<file path="src/modbus_params.svh">
// Constants of the RTU frame handler: function codes, exception codes, limits, timing.
// Assumes inclusion by bare name from the package and the design modules.
`ifndef MODBUS_PARAMS_SVH
`define MODBUS_PARAMS_SVH
`define FN_READ 8'h03
`define FN_INPUT 8'h04
`define FN_ECHO 8'h08
`define FN_WRITE 8'h10
`define EXC_BIT 8'h80
`define EXC_FUNC 8'h01
`define EXC_REG 8'h02
`define EXC_DATA 8'h03
`define EXC_EXEC 8'h04
`define BCAST_ADDR 8'h00
`define DEF_ADDR 8'h01
`define MIN_LEN 9'h004
`define FIX_LEN 9'h008
`define WR_HDR 9'h009
`define WR_RESP_LEN 9'h006
`define EXC_LEN 9'h003
`define RD_HDR 9'h003
`define RD_MAX 16'h006A
`define WR_MAX 16'h0068
`define BUF_FULL 9'h100
`define WDATA_BASE 8'h07
`define RDATA_BASE 8'h03
`define CRC_INIT 16'hFFFF
`define CRC_POLY 16'hA001
`define CRC_GOOD 16'h0000
`define CRC_TAIL 9'h002
// 3.5 characters of 11 bits at 9600 baud, in ns.
`define GAP_NS 4010000
`define CLK_NS 50
`define GAP_CYC ((`GAP_NS + `CLK_NS - 1) / `CLK_NS)
`endif

</file>
<file path="src/modbus_pkg.sv">
// Types of the RTU frame handler.
// Assumes modbus_params.svh is reachable by bare name.
`include "modbus_params.svh"
package modbus_pkg;
    typedef enum logic [5:0] {
        st_idle = 6'h01,
        st_check = 6'h02,
        st_scan = 6'h04,
        st_rpass = 6'h08,
        st_wpass = 6'h10,
        st_tx = 6'h20
    } state_e;
endpackage

</file>
<file path="src/crc16_unit.sv">
// Byte-wise CRC-16 accumulator, reflected polynomial, preset to all ones.
// Assumes one clock and an active-low asynchronous reset.
`timescale 1ns/1ns
`include "modbus_params.svh"
module crc16_unit (
    input wire logic sys_clk,
    input wire logic nrst,
    input wire logic clr,
    input wire logic en,
    input wire logic [7:0] byte_in,
    output logic [15:0] crc
);
    function automatic logic [15:0] crc_step(input logic [15:0] c, input logic [7:0] b);
        logic [15:0] v;
        v = c ^ {8'h00, b};
        for (int k = 0; k < 8; k++) begin
            v = v[0] ? ((v >> 1) ^ `CRC_POLY) : (v >> 1);
        end
        return v;
    endfunction

    always_ff @(posedge sys_clk or negedge nrst) begin
        if (!nrst) begin
            crc <= `CRC_INIT;
        end else if (clr) begin
            crc <= `CRC_INIT;
        end else if (en) begin
            crc <= crc_step(crc, byte_in);
        end
    end
endmodule

</file>
<file path="src/rtu_frame_handler.sv">
// RTU slave frame handler: frame capture, checks, decode, register access, response.
// Assumes a byte receiver and transmitter outside, and a register map behind reg_* ports
// that answers reg_rdata, reg_exists and reg_writable combinationally from reg_addr/reg_wdata.
//
// Behaviour
// - Bad address, line error, bad CRC: silent drop
// - Wrong frame length for function: silent drop
// - Broadcast address zero never answered
// - Unknown function 01, missing register 02, prioritised
// - Bad count or byte count gives 03
// - Unwritable value gives exception 04
// - Only functions 03, 04, 08, 10 accepted
// - Function 04 handled as read
// - Echo returns received frame unchanged
// - Registers 16 bits, two bytes each
// - High byte first, wide values consecutive
// - Read count 1 to 106, all existing
// - Read reply: address, function, byte count, data
// - Unconfigured station answers address one
// - CRC-16 A001, preset FFFF, low first
// - Exception reply: function with bit 7
`timescale 1ns/1ns
`include "modbus_params.svh"
module rtu_frame_handler
    import modbus_pkg::*;
#(
    parameter int GAP_CYCLES = `GAP_CYC
) (
    input wire logic sys_clk,
    input wire logic nrst,
    input wire logic [7:0] rx_data,
    input wire logic rx_valid,
    input wire logic rx_error,
    input wire logic addr_set,
    input wire logic [7:0] station_addr,
    output logic [7:0] tx_data,
    output logic tx_valid,
    input wire logic tx_ready,
    output logic [15:0] reg_addr,
    output logic [15:0] reg_wdata,
    output logic reg_rd,
    output logic reg_wr,
    input wire logic [15:0] reg_rdata,
    input wire logic reg_exists,
    input wire logic reg_writable,
    output logic frame_drop
);
    ////////////////////////////////////////////////////////////////////////////////
    function automatic logic [7:0] pos(input logic [7:0] base, input logic [8:0] i);
        return base + {i[6:0], 1'b0};
    endfunction

    state_e state;
    logic [7:0] mem [0:255];
    logic [8:0] len;
    logic [8:0] idx;
    logic [31:0] gap;
    logic rx_bad;
    logic [15:0] start;
    logic [15:0] count;
    logic wr_mode;
    logic phase;
    logic miss;
    logic nowr;
    logic append;
    logic quiet;
    logic [15:0] crc_val;
    logic [7:0] own;
    logic [7:0] fn;
    logic hdr_ok;
    logic is_rd;
    logic is_wr;
    logic is_echo;
    logic fn_known;
    logic len_ok;
    logic cnt_ok;
    logic [15:0] cnt;
    logic last;
    logic miss_n;
    logic nowr_n;
    logic do_exc;
    logic [7:0] exc_code;
    logic [8:0] tx_end;
    logic tx_take;
    logic crc_clr;
    logic crc_en;
    logic [7:0] crc_byte;
    logic [15:0] tx_word;

    ////////////////////////////////////////////////////////////////////////////////
    // Frame decode, valid in the check state.
    always_comb begin
        own = addr_set ? station_addr : `DEF_ADDR;
        fn = mem[1];
        cnt = {mem[4], mem[5]};
        hdr_ok = !rx_bad && len >= `MIN_LEN && crc_val == `CRC_GOOD
            && (mem[0] == own || mem[0] == `BCAST_ADDR);
        is_rd = fn == `FN_READ || fn == `FN_INPUT;
        is_wr = fn == `FN_WRITE;
        is_echo = fn == `FN_ECHO;
        fn_known = is_rd || is_wr || is_echo;
        len_ok = is_wr ? (len >= `WR_HDR && len == `WR_HDR + {1'b0, mem[6]})
            : (len == `FIX_LEN);
        cnt_ok = cnt != 16'h0000 && cnt <= (is_wr ? `WR_MAX : `RD_MAX)
            && (!is_wr || {cnt[6:0], 1'b0} == mem[6]);
        last = {7'h00, idx} == count - 16'h0001;
        miss_n = miss || !reg_exists;
        nowr_n = nowr || (wr_mode && !reg_writable);
        do_exc = 1'b0;
        exc_code = `EXC_FUNC;
        if (state == st_check && hdr_ok) begin
            if (!fn_known) begin
                do_exc = 1'b1;
            end else if (len_ok && !is_echo && !cnt_ok) begin
                do_exc = 1'b1;
                exc_code = `EXC_DATA;
            end
        end else if (state == st_scan && phase && last && (miss_n || nowr_n)) begin
            do_exc = 1'b1;
            exc_code = miss_n ? `EXC_REG : `EXC_EXEC;
        end
        tx_end = append ? len + `CRC_TAIL : len;
        tx_take = state == st_tx && (!tx_valid || tx_ready);
        tx_word = {mem[pos(`WDATA_BASE, idx)], mem[pos(`WDATA_BASE, idx) + 8'h01]};
        crc_clr = (state != st_idle && state != st_tx) || (state == st_idle && len == 9'h000
            && !rx_valid);
        crc_en = (state == st_idle && rx_valid) || (tx_take && idx < len);
        crc_byte = state == st_idle ? rx_data : mem[idx[7:0]];
    end

    crc16_unit crc_inst (
        .sys_clk(sys_clk),
        .nrst(nrst),
        .clr(crc_clr),
        .en(crc_en),
        .byte_in(crc_byte),
        .crc(crc_val)
    );

    ////////////////////////////////////////////////////////////////////////////////
    // Inter-frame idle timer.
    always_ff @(posedge sys_clk or negedge nrst) begin
        if (!nrst) begin
            gap <= 32'h0000_0000;
        end else if (state != st_idle || rx_valid) begin
            gap <= 32'h0000_0000;
        end else if (gap != GAP_CYCLES - 1) begin
            gap <= gap + 32'h0000_0001;
        end
    end

    ////////////////////////////////////////////////////////////////////////////////
    // Frame buffer: request bytes, read data and reply header rewrites.
    always_ff @(posedge sys_clk) begin
        if (state == st_idle && rx_valid && len != `BUF_FULL) begin
            mem[len[7:0]] <= rx_data;
        end else if (do_exc) begin
            mem[1] <= mem[1] | `EXC_BIT;
            mem[2] <= exc_code;
        end else if (state == st_rpass && phase) begin
            mem[pos(`RDATA_BASE, idx)] <= reg_rdata[15:8];
            mem[pos(`RDATA_BASE, idx) + 8'h01] <= reg_rdata[7:0];
            if (last) begin
                mem[2] <= {count[6:0], 1'b0};
            end
        end
    end

    ////////////////////////////////////////////////////////////////////////////////
    // Sequencer.
    always_ff @(posedge sys_clk or negedge nrst) begin
        if (!nrst) begin
            state <= st_idle;
            len <= 9'h000;
            idx <= 9'h000;
            rx_bad <= 1'b0;
            start <= 16'h0000;
            count <= 16'h0000;
            wr_mode <= 1'b0;
            phase <= 1'b0;
            miss <= 1'b0;
            nowr <= 1'b0;
            append <= 1'b0;
            quiet <= 1'b0;
            frame_drop <= 1'b0;
            reg_rd <= 1'b0;
            reg_wr <= 1'b0;
            reg_addr <= 16'h0000;
            reg_wdata <= 16'h0000;
            tx_valid <= 1'b0;
            tx_data <= 8'h00;
        end else begin
            frame_drop <= 1'b0;
            reg_rd <= 1'b0;
            reg_wr <= 1'b0;
            case (state)
                st_idle: begin
                    if (rx_valid) begin
                        if (len == `BUF_FULL) begin
                            rx_bad <= 1'b1;
                        end else begin
                            len <= len + 9'h001;
                        end
                        if (len == 9'h000) begin
                            quiet <= 1'b0;
                        end
                    end
                    if (rx_error) begin
                        rx_bad <= 1'b1;
                    end
                    if (len != 9'h000 && !rx_valid && gap == GAP_CYCLES - 1) begin
                        state <= st_check;
                    end
                end
                st_check: begin
                    start <= {mem[2], mem[3]};
                    count <= cnt;
                    wr_mode <= is_wr;
                    quiet <= mem[0] == `BCAST_ADDR;
                    idx <= 9'h000;
                    phase <= 1'b0;
                    miss <= 1'b0;
                    nowr <= 1'b0;
                    rx_bad <= 1'b0;
                    append <= 1'b1;
                    if (!hdr_ok || (fn_known && !len_ok)) begin
                        state <= st_idle;
                        len <= 9'h000;
                        frame_drop <= 1'b1;
                    end else if (do_exc) begin
                        len <= `EXC_LEN;
                        state <= mem[0] == `BCAST_ADDR ? st_idle : st_tx;
                    end else if (is_echo) begin
                        append <= 1'b0;
                        state <= mem[0] == `BCAST_ADDR ? st_idle : st_tx;
                    end else begin
                        state <= st_scan;
                    end
                    if (mem[0] == `BCAST_ADDR && (do_exc || is_echo)) begin
                        len <= 9'h000;
                    end
                end
                st_scan, st_rpass, st_wpass: begin
                    phase <= !phase;
                    if (!phase) begin
                        reg_addr <= start + {7'h00, idx};
                        reg_wdata <= tx_word;
                        reg_rd <= state == st_rpass;
                        reg_wr <= state == st_wpass;
                    end else begin
                        idx <= last ? 9'h000 : idx + 9'h001;
                        if (state == st_scan) begin
                            miss <= miss_n;
                            nowr <= nowr_n;
                        end
                        if (last) begin
                            if (do_exc) begin
                                len <= `EXC_LEN;
                                state <= quiet ? st_idle : st_tx;
                            end else if (state == st_scan) begin
                                state <= wr_mode ? st_wpass : st_rpass;
                            end else begin
                                len <= state == st_rpass ? `RD_HDR + {count[7:0], 1'b0}
                                    : `WR_RESP_LEN;
                                state <= quiet ? st_idle : st_tx;
                            end
                            if (quiet && (do_exc || state != st_scan)) begin
                                len <= 9'h000;
                            end
                        end
                    end
                end
                st_tx: begin
                    if (tx_take) begin
                        if (idx == tx_end) begin
                            tx_valid <= 1'b0;
                            len <= 9'h000;
                            idx <= 9'h000;
                            state <= st_idle;
                        end else begin
                            tx_valid <= 1'b1;
                            idx <= idx + 9'h001;
                            if (idx < len) begin
                                tx_data <= mem[idx[7:0]];
                            end else if (idx == len) begin
                                tx_data <= crc_val[7:0];
                            end else begin
                                tx_data <= crc_val[15:8];
                            end
                        end
                    end
                end
                default: begin
                    state <= st_idle;
                    len <= 9'h000;
                end
            endcase
        end
    end
endmodule

</file>
<file path="config.mk">
export PLATFORM = sky130hd
export DESIGN_NAME = rtu_frame_handler
export DESIGN_NICKNAME = d
export VERILOG_FILES = /design/src/modbus_pkg.sv /design/src/crc16_unit.sv /design/src/rtu_frame_handler.sv
export VERILOG_INCLUDE_DIRS = /design/src
export SDC_FILE = /design/constraint.sdc
export NUM_CORES = 2
export LEC_CHECK = 0
export CELL_PAD_IN_SITES_DETAIL_PLACEMENT = 1
export CELL_PAD_IN_SITES_GLOBAL_PLACEMENT = 2
export CORE_MARGIN = 4
export CORE_UTILIZATION = 35
export DETAILED_ROUTE_END_ITERATION = 7
export DONT_BUFFER_PORTS = 1
export PLACE_DENSITY_LB_ADDON = 0.1
export SYNTH_ARGS = -nofsm -noshare
export SYNTH_HDL_FRONTEND = slang
export SYNTH_HIERARCHICAL = 1
export SYNTH_SLANG_ARGS = --single-unit
</file>
<file path="constraint.sdc">
create_clock -name sys_clk -period 5.15 [get_ports sys_clk]
set_clock_uncertainty 0.1 [all_clocks]
set_input_delay 0 -clock sys_clk [delete_from_list [all_inputs] [get_ports sys_clk]]
set_output_delay 0 -clock sys_clk [all_outputs]
set_load 0.05 [all_outputs]
</file>
==> metrics.txt <==
outcome=finished, violations left; failing checks=max-slew violations; slew margin rel.=-0.0285; Worst EP arrival=5870 ps; Switching Fraction=0.252; #FFs+latches synth=about 2,200; post-route setup slack=just over 6 ps; I/O Pins=between 80 and 90; final WL=around 620,000 um; clock net sink count=2,203; startpoint types=flop; synthesis-to-layout area growth=18.3%; chip width=just under 600 um; CTS tree=built; Psw=11,000 uW; slowest CP cell=mux4_2; core area=340,000 um2; Worst Setup End Kind=flop; Final Hold Viols=0; Yosys cell types=100; initial antenna violation count=89; Crit Path Max Fanout=21; Sequential Power Share=0.462; Vias/cell=6.51; max cap viols=0; GP Congestion=between 0.9 and 1; worst-margin pin slew=between 1500 and 2000 ps; root buf cell=clkbuf_16; IO Port Bufs=0; mapped cell area=between 100,000 and 150,000 um2; Starting DRT DRC Count=14,100; DRC violations left=0; max-slew violation count=18; post-route minimum period=roughly 5000 ps; Crit path max-delay family=compound AO/OA/AOI/OAI gates; cells after synthesis=roughly 9,000; Synth area leader=edfxtp_1; number of global-route vias before repair=between 80,000 and 90,000; dpl hpwl=~430,000 um; Yosys top cell area share=0.514; Clk pin slew, worst setup/hold paths=roughly 60 ps; clock power share=0.460; maximum clock frequency=slightly below 200 MHz; ys flop type=edfxtp_1; row cnt=around 210; period utilisation layout=0.999; Final Total Pwr=roughly 44,000 uW; Pwr Density=slightly above 300 nW/um2; Internal=~33,000 uW; Post-synth EDFFs=2,048; Starting Density=0.352; Final setup viols=0; syn nets=roughly 9,000; Clock Path Buffers=4; pre-CTS setup slack=-789 ps; fraction of layout cells with a size suffix above 1=0.267; worst hold slack=between 150 and 200 ps; Syn Area/Cell=13.1 um2; WL/cell=approximately 43 um; total of warnings raised by yosys=6; largest net degree at the start of global routing=about 140; clock latency on the worst-skew pair=between 900 and 1000 ps; die area=approximately 350,000 um2; critical-path cell list=buf_12 > buf_12 > mux4_2 > a21oi_1 > or3_1 > o221ai_1 > a211oi_2 > buf_4 > o32a_1 > a21oi_1 > xnor2_1 > xnor2_2 > xnor3_2 > and3_1 > nor3_1; FFs w/ async S/R, synth=0.0704; RSZ-0062 raised after global routing=yes; min-delay worst type=in2reg; antenna viol nets, final=0; nets=roughly 9,500; first-pass GRT wire length=a little over 800,000 um; sequential fraction of the synthesis area=0.547; grt ovf=0; Max stage delay on crit path=between 500 and 600 ps; vias=approximately 92,000; Synth area leaders=edfxtp_1 (51%), mux4_2 (18%), nand2_1 (4.9%); cts bufs inserted=277; cell leakage power=0.0451 uW; Max H-tree Level=5; Buf/Inv on CP=3; placed insts=approximately 14,000; Comb power frac=0.078; fin cells=~14,000; Total Routing Usage GR=0.344; Die H=593 um; Peak VDD IR=between 0.2 and 0.25 mV; CP Data Required Time=roughly 6000 ps; TritonRoute pass-1 iters=5; kind of critical path=reg2reg
[logic make-up (layout without fill, tap and decap cells)]
logic type	after synthesis	count (layout)	share of synthesized area
simple gates	2444	2444	0.0906
flops	2203	2203	0.547
compound gates	1985	1985	0.0997
mux	1341	1341	0.214
buf+inv	977	1472	0.0350
xor+xnor	135	135	0.0102
fa+ha+maj	32	32	0.00341
other cells	0	44	0
[layout by cell type (no fill, tap or decap), types with 34 or more instances in the layout]
cell           instances
clkbuf_1              53
mux2i_1              334
o21ai_1               34
inv_1                 37
xnor2_1               66
clkinv_2              38
o21bai_1              72
dfrtp_1              130
buf_4                676
nor2_1               292
mux2_2                34
a21oi_1              158
o21ai_0             1132
nor3_1                71
and2_1                51
a311oi_1              42
o22ai_1               93
nor4_4                40
xor2_1                47
buf_12               176
a31oi_1               39
clkbuf_16            289
mux4_2               971
o221ai_1             114
edfxtp_1            2048
nand3_1              140
dlygate4sd3_1         55
and3_1                57
nand2_1             1527
clkinv_1              58
diode_2               44
[stage by stage]
step / utilization / cell area (um2) / TNS [ps]
floorplan: - / 120000 / -6470
global placement: 0.385 / 131000 / -114880
detailed placement: 0.386 / 131000 / -3540
CTS: 0.415 / 141000 / 0
global route: 0.416 / 141000 / -25.3
finish: 0.416 / 141000 / 0
[power by group through the flow]
| stage | clock network (uW) | registers, uW | logic (uW) |
|---|---|---|---|
| 2_1_floorplan | 0 | 20300 | 1520 |
| 5_1_grt | 21000 | 20100 | 3500 |
| 3_5_place_dp | 0 | 20500 | 2940 |
| 6_report | 20000 | 20100 | 3400 |
| 3_3_place_gp | 0 | 20500 | 2910 |
| 4_1_cts | 20200 | 20100 | 3320 |
[area by class of cell]
type                            count  area [um2]
Antenna cell                       44         110
Clock buffer                      343        7420
Clock inverter                    150        1600
Fill cell                       34400      199000
Inverter                           52         228
Multi-Input combinational cell   5937       51400
Sequential cell                  2203       65400
Tap cell                         4536        5680
Timing Repair Buffer              927        9590
[synthesized netlist by cell type, types with 15 or more instances]
library cell / instances
edfxtp_1: 2048
a311oi_1: 44
a21oi_1: 159
buf_4: 41
and3_1: 57
dfrtp_1: 138
xor2_1: 52
nor3_1: 74
nand2b_1: 23
a221oi_1: 31
dfstp_2: 17
ha_1: 31
xnor2_1: 79
o22ai_1: 100
mux4_2: 971
inv_1: 46
o21bai_1: 103
a211oi_1: 25
nor2_1: 322
o221ai_1: 116
and2_1: 52
o21ai_1: 33
o211ai_1: 22
mux2_2: 34
nor4_1: 38
nand3_1: 144
clkbuf_1: 550
buf_1: 67
nor2b_1: 20
a22oi_1: 15
or3_1: 19
nor4_2: 49
mux2i_1: 336
clkbuf_2: 18
buf_2: 245
a31oi_1: 40
o21ai_0: 1136
nand2_1: 1545
nand4_1: 27
[sequential cells by signal, indices dropped and copies added (netlist names), 6 cells and up]
| register | flops |
|---|---|
| mem | 2048 |
| reg_wdata | 16 |
| crc_inst/crc | 16 |
| state | 6 |
| reg_addr | 16 |
| gap | 32 |
| tx_data | 8 |
| count | 16 |
| start | 16 |
| idx | 9 |
| len | 9 |
[worst min-delay path: cells and delay by family]
family | cells | cell delay [ps]
buf+inv | 2 | 810
compound gates | 2 | 270
[worst paths after layout]
check | from | end | slack (ps) | cells past startpoint
worst max register to register | idx[1] | crc_inst/crc[14] | 6 | 15
max in group asynchronous | nrst | idx[1] | 3660 | 4
worst min register to register | count[15] | count[15] | 370 | 2
worst min-delay path | reg_rdata[11] | mem[176][3] | 170 | 4
worst max-delay path | idx[1] | crc_inst/crc[14] | 6 | 15
min in group asynchronous | nrst | crc_inst/crc[12] | 210 | 3
[layer usage]
| layer | track usage | up-vias | routed length (um) | part of all wire |
|---|---|---|---|---|
| met2 | 0.515 | 5748 | 271000 | 0.44 |
| li1 | - | 36200 | - | - |
| met4 | 0.158 | 42 | 34400 | 0.056 |
| met3 | 0.0843 | 1167 | 64800 | 0.11 |
| met5 | 0 | - | 283 | 0.00046 |
| met1 | 0.471 | 49200 | 246000 | 0.40 |
[what timing repair did]
item	CTS	global route
endpoints found under the hold margin	1452	0
cloned	0	2
pin swaps	0	5
setup buffers	0	6
setup endpoints to repair	16	150
resized for setup	16	36
hold buffers	66	0
(Power assumes the default switching activity.)
